===== src/inc/adccfg_pkg.sv =====
/*
  Constants for the converter configuration register bank: register
  offsets, reset values, field positions, mode codes and the oversampling
  table.
  Assumes a single clock domain and an 8-bit register port.
*/
package adccfg_pkg;

  // ----------------------------------------------------------------------
  // Register offsets
  // ----------------------------------------------------------------------
  localparam logic [3:0] OFS_SAMPLING = 4'h2; // sampling_config
  localparam logic [3:0] OFS_FRONTEND = 4'h3; // frontend_config
  localparam logic [3:0] OFS_CONVOUT = 4'h4; // conversion_output_config

  // ----------------------------------------------------------------------
  // Reset values
  // ----------------------------------------------------------------------
  localparam logic [7:0] RST_SAMPLING = 8'h0c; // Prescale 00, ratio code 0011
  localparam logic [7:0] RST_FRONTEND = 8'h8b; // Bias 10, gain 001, low bits 11
  localparam logic [7:0] RST_CONVOUT = 8'h00; // All features off
  localparam logic [16:0] RST_OSR = 17'd256; // Ratio of the reset code 0011

  // ----------------------------------------------------------------------
  // Field positions (low bit of each field)
  // ----------------------------------------------------------------------
  localparam int POS_PRESCALE = 6; // sampling_config[7:6]
  localparam int POS_OSR = 2; // sampling_config[5:2]
  localparam int POS_BIAS = 6; // frontend_config[7:6]
  localparam int POS_GAIN = 3; // frontend_config[5:3]
  localparam int POS_AUTOZERO = 2; // frontend_config[2]
  localparam int POS_CONVMODE = 6; // conversion_output_config[7:6]
  localparam int POS_FORMAT = 4; // conversion_output_config[5:4]
  localparam int POS_CRCPAD = 3;
  localparam int POS_RDCRC = 2;
  localparam int POS_OFFCORR = 1;
  localparam int POS_GAINCORR = 0;

  // ----------------------------------------------------------------------
  // Mode codes
  // ----------------------------------------------------------------------
  localparam logic [1:0] CMODE_CONT = 2'h3; // Continuous
  localparam logic [1:0] CMODE_ONE_STBY = 2'h2; // One-shot then standby
  localparam logic [1:0] OPMODE_STANDBY = 2'h2;
  localparam logic [1:0] OPMODE_SHUTDOWN = 2'h0;
  localparam logic [1:0] FMT_TAGGED = 2'h3;
  localparam logic [1:0] FMT_SIGNEXT = 2'h2;
  localparam logic [1:0] FMT_LEFT = 2'h1;

  // ----------------------------------------------------------------------
  // Oversampling ratios, indexed by code
  // ----------------------------------------------------------------------
  localparam logic [16:0] OSR_TABLE [16] = '{
    17'd32, 17'd64, 17'd128, 17'd256, 17'd512, 17'd1024, 17'd2048, 17'd4096,
    17'd8192, 17'd16384, 17'd20480, 17'd24576, 17'd40960, 17'd49152,
    17'd81920, 17'd98304};

  // Widest prescale division minus one
  localparam logic [2:0] DIV_MAX = 3'h7;

endpackage


===== src/verilog/adccfg_format.sv =====
/*
  Result formatter: saturates a corrected result and packs it into the
  output word chosen by the format field. Pure combinational logic.
  Assumes the caller registers the output.
*/
`timescale 1ns/1ps
module adccfg_format #(
  parameter int CORR_W = 20,
  parameter int TAG_W = 4
) (
  input wire logic signed [CORR_W-1:0] corr_val,
  input wire logic [TAG_W-1:0] tag,
  input wire logic [1:0] fmt,
  output logic [31:0] word
);

  // ----------------------------------------------------------------------
  // Elaboration checks
  // ----------------------------------------------------------------------
  if (CORR_W < 17) begin : g_bad_w
    $error("adccfg_format: CORR_W must be at least 17");
  end
  if (TAG_W != 4) begin : g_bad_tag
    $error("adccfg_format: TAG_W must be 4");
  end

  localparam logic signed [CORR_W-1:0] MAX17 = CORR_W'(65535);
  localparam logic signed [CORR_W-1:0] MIN17 = -CORR_W'(65536);
  localparam logic signed [CORR_W-1:0] MAX16 = CORR_W'(32767);
  localparam logic signed [CORR_W-1:0] MIN16 = -CORR_W'(32768);

  // Saturated copies, 17-bit for overrange formats, 16-bit otherwise
  logic [16:0] sat17;
  logic [15:0] sat16;

  // ----------------------------------------------------------------------
  // Saturation and packing
  // ----------------------------------------------------------------------
  always_comb begin
    // Overrange formats keep one extra bit of headroom
    if (corr_val > MAX17) begin
      sat17 = 17'h0ffff;
    end else if (corr_val < MIN17) begin
      sat17 = 17'h10000;
    end else begin
      sat17 = corr_val[16:0];
    end
    // Plain formats lock at the code limits
    if (corr_val > MAX16) begin
      sat16 = 16'h7fff;
    end else if (corr_val < MIN16) begin
      sat16 = 16'h8000;
    end else begin
      sat16 = corr_val[15:0];
    end
    case (fmt)
      adccfg_pkg::FMT_TAGGED: begin
        word = {tag, {12{sat17[16]}}, sat17[15:0]};
      end
      adccfg_pkg::FMT_SIGNEXT: begin
        word = {{16{sat17[16]}}, sat17[15:0]};
      end
      adccfg_pkg::FMT_LEFT: begin
        word = {sat16, 16'h0000};
      end
      default: begin
        word = {16'h0000, sat16};
      end
    endcase
  end

endmodule


===== src/verilog/adccfg_regs.sv =====
/*
  Configuration register bank of a delta-sigma converter: three 8-bit
  registers, the analog clock prescaler, oversampling ratio lookup,
  end-of-conversion mode change, digital correction and result formatting.
  Assumes a serial front end that decodes commands into single-cycle
  register reads and writes, and a modulator/decimator that reports each
  finished conversion or sequence cycle with a one-cycle pulse.
*/
`timescale 1ns/1ps
// Functional notes
// - Prescale code divides analog clock by 1/2/4/8
// - Ratio code selects 32 up to 98304
// - Bias code scales channel current
// - Autozero bit enables input auto-zeroing
// - Mode 11 converts or sequences continuously
// - Mode 10 one-shot then operating mode standby
// - Mode 0x one-shot then operating mode shutdown
// - Format 11: tag, 12 sign, 16 data
// - Format 10: 16 sign, 16 data
// - Format 01: data then zeros, saturating
// - Format 00: bare saturating 16-bit code
// - Pad bit: CRC plus sixteen zeros
// - Read CRC enable appends checksum
// - Offset enable applies stored offset
// - Operating mode: 11 convert, 10 standby
// - Result holds corrected, formatted data
module adccfg_regs #(
  parameter int GAIN_FRAC = 15,
  parameter int TAG_W = 4
) (
  input wire logic clk,
  input wire logic rst_n,
  // Register port from the serial front end
  input wire logic reg_wr,
  input wire logic reg_rd,
  input wire logic [3:0] reg_addr,
  input wire logic [7:0] reg_wdata,
  output logic [7:0] reg_rdata,
  output logic reg_rvalid,
  // Conversion engine
  input wire logic conv_done,
  input wire logic raw_valid,
  input wire logic signed [16:0] raw_result,
  input wire logic [TAG_W-1:0] raw_tag,
  input wire logic signed [15:0] offset_cal,
  input wire logic [15:0] gain_cal,
  // Configuration outputs
  output logic analog_master_clock_en,
  output logic [16:0] oversample_ratio,
  output logic [1:0] bias_current_sel,
  output logic [2:0] gain_sel,
  output logic input_autozero_en,
  output logic continuous_mode,
  output logic read_crc_en,
  output logic crc_pad_sel,
  // Operating mode update request
  output logic opmode_wr,
  output logic [1:0] opmode_val,
  // Formatted result
  output logic [31:0] conversion_result,
  output logic result_valid
);

  // ----------------------------------------------------------------------
  // Elaboration checks
  // ----------------------------------------------------------------------
  if (GAIN_FRAC < 1 || GAIN_FRAC > 15) begin : g_bad_frac
    $error("adccfg_regs: GAIN_FRAC must lie in 1..15");
  end

  localparam int CORR_W = 20;

  // ----------------------------------------------------------------------
  // State
  // ----------------------------------------------------------------------
  typedef struct packed {
    logic [7:0] sampling;
    logic [7:0] frontend;
    logic [7:0] convout;
    logic [7:0] rdata;
    logic rvalid;
    logic [2:0] div_cnt;
    logic analog_master_clock_en;
    logic [16:0] oversample_ratio_sel;
    logic opmode_wr;
    logic [1:0] opmode_val;
    logic [31:0] result;
    logic result_valid;
  } adccfg_state_t;

  adccfg_state_t st_r; // Registered state
  adccfg_state_t st_nxt; // Next state

  // Corrected result and its packed form
  logic signed [CORR_W-1:0] corr_val;
  logic signed [34:0] gain_prod;
  logic [31:0] fmt_word;
  logic [2:0] div_last;

  // ----------------------------------------------------------------------
  // Digital correction
  // ----------------------------------------------------------------------
  // Offset first, then gain; the gain word is unsigned with GAIN_FRAC
  // fractional bits, so a value of one is 1 << GAIN_FRAC.
  always_comb begin
    logic signed [17:0] with_off;
    with_off = 18'(raw_result);
    if (st_r.convout[adccfg_pkg::POS_OFFCORR]) begin
      // Both terms widened first so the sum cannot wrap
      with_off = 18'(raw_result) + 18'(offset_cal);
    end
    gain_prod = 35'(with_off) * 35'($signed({1'b0, gain_cal}));
    if (st_r.convout[adccfg_pkg::POS_GAINCORR]) begin
      corr_val = CORR_W'(gain_prod >>> GAIN_FRAC);
    end else begin
      corr_val = CORR_W'(with_off);
    end
  end

  adccfg_format #(
    .CORR_W(CORR_W),
    .TAG_W(TAG_W)
  ) u_format (
    .corr_val(corr_val),
    .tag(raw_tag),
    .fmt(st_r.convout[adccfg_pkg::POS_FORMAT +: 2]),
    .word(fmt_word)
  );

  // ----------------------------------------------------------------------
  // Next-state logic
  // ----------------------------------------------------------------------
  always_comb begin
    st_nxt = st_r;
    st_nxt.rvalid = 1'b0;
    st_nxt.opmode_wr = 1'b0;
    st_nxt.result_valid = 1'b0;

    // Register writes; reserved low bits are stored as written, so a host
    // that breaks the fill convention reads back what it wrote.
    if (reg_wr) begin
      if (reg_addr == adccfg_pkg::OFS_SAMPLING) begin
        st_nxt.sampling = reg_wdata;
      end else if (reg_addr == adccfg_pkg::OFS_FRONTEND) begin
        st_nxt.frontend = reg_wdata;
      end else if (reg_addr == adccfg_pkg::OFS_CONVOUT) begin
        st_nxt.convout = reg_wdata;
      end
    end

    // Register reads answer one cycle later; unmapped offsets read zero
    if (reg_rd) begin
      st_nxt.rvalid = 1'b1;
      if (reg_addr == adccfg_pkg::OFS_SAMPLING) begin
        st_nxt.rdata = st_r.sampling;
      end else if (reg_addr == adccfg_pkg::OFS_FRONTEND) begin
        st_nxt.rdata = st_r.frontend;
      end else if (reg_addr == adccfg_pkg::OFS_CONVOUT) begin
        st_nxt.rdata = st_r.convout;
      end else begin
        st_nxt.rdata = 8'h00;
      end
    end

    // Prescaler: enable pulse once per division period
    if (st_r.div_cnt >= div_last) begin
      st_nxt.div_cnt = 3'h0;
      st_nxt.analog_master_clock_en = 1'b1;
    end else begin
      st_nxt.div_cnt = st_r.div_cnt + 3'h1;
      st_nxt.analog_master_clock_en = 1'b0;
    end

    // Ratio lookup, registered to keep the table off the output path
    st_nxt.oversample_ratio_sel = adccfg_pkg::OSR_TABLE[st_r.sampling[adccfg_pkg::POS_OSR +: 4]];

    // End of a single conversion or sequence cycle
    if (conv_done) begin
      case (st_r.convout[adccfg_pkg::POS_CONVMODE +: 2])
        adccfg_pkg::CMODE_CONT: begin
          st_nxt.opmode_wr = 1'b0;
        end
        adccfg_pkg::CMODE_ONE_STBY: begin
          st_nxt.opmode_wr = 1'b1;
          st_nxt.opmode_val = adccfg_pkg::OPMODE_STANDBY;
        end
        default: begin
          st_nxt.opmode_wr = 1'b1;
          st_nxt.opmode_val = adccfg_pkg::OPMODE_SHUTDOWN;
        end
      endcase
    end

    // Capture each new result in the selected format
    if (raw_valid) begin
      st_nxt.result = fmt_word;
      st_nxt.result_valid = 1'b1;
    end
  end

  // Division period minus one, from the prescale code
  always_comb begin
    case (st_r.sampling[adccfg_pkg::POS_PRESCALE +: 2])
      2'h3: div_last = adccfg_pkg::DIV_MAX;
      2'h2: div_last = 3'h3;
      2'h1: div_last = 3'h1;
      default: div_last = 3'h0;
    endcase
  end

  // ----------------------------------------------------------------------
  // State register
  // ----------------------------------------------------------------------
  always_ff @(posedge clk or negedge rst_n) begin
    if (!rst_n) begin
      st_r <= '{
        sampling: adccfg_pkg::RST_SAMPLING,
        frontend: adccfg_pkg::RST_FRONTEND,
        convout: adccfg_pkg::RST_CONVOUT,
        rdata: 8'h00,
        rvalid: 1'b0,
        div_cnt: 3'h0,
        analog_master_clock_en: 1'b0,
        oversample_ratio_sel: adccfg_pkg::RST_OSR,
        opmode_wr: 1'b0,
        opmode_val: 2'h0,
        result: 32'h0000_0000,
        result_valid: 1'b0
      };
    end else begin
      st_r <= st_nxt;
    end
  end

  // ----------------------------------------------------------------------
  // Outputs, all from the state register, continuous_mode through a mode compare
  // ----------------------------------------------------------------------
  assign reg_rdata = st_r.rdata;
  assign reg_rvalid = st_r.rvalid;
  assign analog_master_clock_en = st_r.analog_master_clock_en;
  assign oversample_ratio = st_r.oversample_ratio_sel;
  assign bias_current_sel = st_r.frontend[adccfg_pkg::POS_BIAS +: 2];
  assign gain_sel = st_r.frontend[adccfg_pkg::POS_GAIN +: 3];
  assign input_autozero_en = st_r.frontend[adccfg_pkg::POS_AUTOZERO];
  assign continuous_mode = (st_r.convout[adccfg_pkg::POS_CONVMODE +: 2]
                            == adccfg_pkg::CMODE_CONT);
  // Checksum settings steer only the read path, never the config checksum
  assign read_crc_en = st_r.convout[adccfg_pkg::POS_RDCRC];
  assign crc_pad_sel = st_r.convout[adccfg_pkg::POS_CRCPAD];
  assign opmode_wr = st_r.opmode_wr;
  assign opmode_val = st_r.opmode_val;
  assign conversion_result = st_r.result;
  assign result_valid = st_r.result_valid;

endmodule


===== config.mk =====
export PLATFORM = sky130hd
export DESIGN_NAME = adccfg_regs
export DESIGN_NICKNAME = d
export VERILOG_FILES = /design/src/inc/adccfg_pkg.sv /design/src/verilog/adccfg_format.sv /design/src/verilog/adccfg_regs.sv
export SDC_FILE = /design/constraint.sdc
export NUM_CORES = 1
export LEC_CHECK = 0
export BUFFER_PORTS_ARGS = -buffer_cell sky130_fd_sc_hd__buf_2
export CAP_MARGIN = 20
export CELL_PAD_IN_SITES_DETAIL_PLACEMENT = 2
export CELL_PAD_IN_SITES_GLOBAL_PLACEMENT = 2
export CORE_MARGIN = 5
export CORE_UTILIZATION = 39
export DETAILED_ROUTE_END_ITERATION = 8
export PLACE_DENSITY_LB_ADDON = 0.1
export SLEW_MARGIN = 20
export SYNTH_ARGS = -nofsm -noshare
export SYNTH_HDL_FRONTEND = slang
export SYNTH_SLANG_ARGS = --single-unit

===== constraint.sdc =====
create_clock -name clk -period 11.33 [get_ports clk]
set_clock_uncertainty 0.1 [all_clocks]
set_input_delay 1.133 -clock clk [delete_from_list [all_inputs] [get_ports clk]]
set_output_delay 1.133 -clock clk [all_outputs]
set_load 0.1 [all_outputs]

==> impl_metrics.toml <==
[yosys]
synth_edf_count = 0
synth_cells = 1909
synth_most_common_cell = "inv_1"
synth_top_area_cell = "fa_1"
synth-seq-area-share = 0.123
synth-compound-area-share = 0.110
synth_top_area_frac = 0.332
synth_adder_area_share = 0.419
yosys.area_share.simple = 0.157
yosys_warnings = 0
syn_area_per_cell_sq_um = 8.99
synth_seq_cells = 84
synth_cell_types = 104
muxShareOfSynthArea = 0.0302
synth_top_family_by_area = "adder cells"
ys.flop_type = "dfrtp_1"
synth_xor_area_frac = 0.0232
syn_area_sq_um = 17200
synth_area_leaders = "fa_1, dfrtp_1, ha_1"
async_reset_ff_frac = 1.00
netlist_top_cells_count = "inv_1, fa_1, nand2_1"

[clock_tree]
path_clk_slew_ns = 0.06
cts_hold_buf = 0
numCtsBuffers = 9
clock_latency_ns = 0.35
postCtsResizedCells = 0
h-tree-depth = 3
cts_root_buffer = "clkbuf_16"
cts_tree = "yes"
cts.sinks = 84
cts_setup_buffers = 0
cts_max_path_buffers = 2

[timing]
min_period_over_period = 0.931
fmax_mhz = 94.9
relSlewSlack = 0.409
final_hold_viol_count = 0
finalMaxSlewViolations = 0
rsz0062_at_grt = "no"
fin_setup_tns_ns = 0
fin_crit_ns = 10.54
finalSetupViolCount = 0
worst_pin_slew_ns = 0.876

[placement]
place_congestion = 0.801
dp_hpwl_mm = 43.9
portBuffers = 136

[route]
wl_per_cell_um = 21.0
drcViolationCount = 0
drtIter0Drc = 540
firstDrtPassIters = 4
ant_nets = 0
wirelength_mm = 53.0
vias_per_cell = 5.21
dr_total_vias = 13140

[floorplanning]
die-area_sq_um = 48300
core_sq_um = 43300
dieWidth_um = 220
rows = 76
start_util = 0.397
die_y_um = 220
ioPinCount = 143

[layout]
nets = 2402
n_antenna_cell = 0
area_growth_syn_to_layout_pct = 5.46
drive_gt1_frac = 0.141
finalCoreUtilization = 0.418

[worst_setup_path]
cp-end-kind = "flop"
criticalPathCategory = "primary input to flop"
cp.arrival_ns = 10.67
worstPathRequired_ns = 11.46
cp_max_fo = 13
cpPeakStageDelay_ns = 0.77
critPathMostFrequentCell = "fa_1"
critPathLaunchType = "primary input"
cpMaxStageDelayCell = "fa_1"

[global_routing]
grt_most_used_layer = "met2"
antenna_found_initial = 0
grt_use_met2 = 0.412
use_met1 = 0.293
grt_pass1_wl_mm = 84.4
grt_pass1_vias = 15190
grt_overflow_total = 0
grtUsageTotal = 0.222
use_met3 = 0.0180
grt_max_degree = 67

[outcome]
status = "finished, final reports clean"

[job]
cap_violations = 0

[worst_hold_path]
min_path_type = "flop to flop"
[cells by family (layout without fill, tap and decap cells)]
logic type,after synthesis,in the layout
other cells,1,6
mux,47,47
flops,84,84
xor+xnor,44,44
compound gates,247,247
fa+ha+maj,404,404
simple gates,552,552
buf+inv,530,551
[final timing paths]
kind	start	slack [ns]	cells after the start	to
setup reg to reg	st_r[67]	2.12	24	conversion_result[26]
min in group asynchronous	rst_n	0.54	1	reg_rdata[6]
hold reg to reg	st_r[54]	0.39	1	st_r[54]
max in group asynchronous	rst_n	9.45	2	result_valid
setup / recovery	raw_result[1]	0.79	27	conversion_result[26]
hold / removal	st_r[54]	0.39	1	st_r[54]
[metrics by stage]
step | hold slack, ns | area (sq um) | cells | worst slack [ns]
detailed placement | 0.377 | 17800 | 2504 | 0.507
floorplan | 0.331 | 17200 | 1914 | 2.02
global route | 0.419 | 18100 | 2520 | 0.323
CTS | 0.384 | 18100 | 2520 | 0.834
finish | 0.387 | 18100 | 2520 | 0.787
global placement | 0.355 | 17800 | 2504 | 0.764
[layout make-up]
class | count | area, sq um
clock buffer | 11 | 233
tap | 585 | 732
multi-input combinational | 1300 | 12700
clock inverter | 5 | 85.1
sequential | 84 | 2110
fill | 4884 | 25200
timing repair buffer | 148 | 773
inverter | 387 | 1450
[cell usage in the layout (no fill, tap or decap), drive strengths merged, types with 11 or more instances in the layout]
master    n
and3     19
o21ai    51
nand2b   11
o221a    12
a21o     17
nor3     11
xor2     12
a21oi    55
clkbuf   11
nand3    13
inv     388
dfrtp    77
ha      116
and2    129
a211oi   15
nand2   241
fa      285
buf     148
xnor2    31
nor2     79
mux2     39
[sequential cells by signal, summed over array words and instances, names as in the netlist]
| name | count |
|---|---|
| reg_rvalid | 1 |
| opmode_wr | 1 |
| gain_sel | 3 |
| analog_master_clock_en | 1 |
| read_crc_en | 1 |
| conversion_result | 32 |
| st_r | 19 |
| result_valid | 1 |
| input_autozero_en | 1 |
| crc_pad_sel | 1 |
| reg_rdata | 8 |
| oversample_ratio | 12 |
| bias_current_sel | 2 |
| opmode_val | 1 |
[worst max-delay path, delay by kind of cell]
| kind | cells | cell delay [ns] |
|---|---|---|
| AND/OR/NAND/NOR | 5 | 1.86 |
| XOR/XNOR | 2 | 0.85 |
| adder cells (fa/ha/maj) | 7 | 3.54 |
| buffers and inverters | 3 | 0.20 |
| AO/OA/AOI/OAI | 10 | 3.04 |
[routing by layer]
| layer | part of all wire | routed length [um] | up-vias |
|---|---|---|---|
| li1 | - | - | 5935 |
| met1 | 0.44 | 23500 | 7017 |
| met2 | 0.52 | 27800 | 154 |
| met3 | 0.023 | 1200 | 34 |
| met4 | 0.010 | 533 | 0 |
| met5 | 0 | 0 | - |
Power is not shown: default switching activity piles up to over one toggle a cycle in this logic, so the estimate is an artifact.
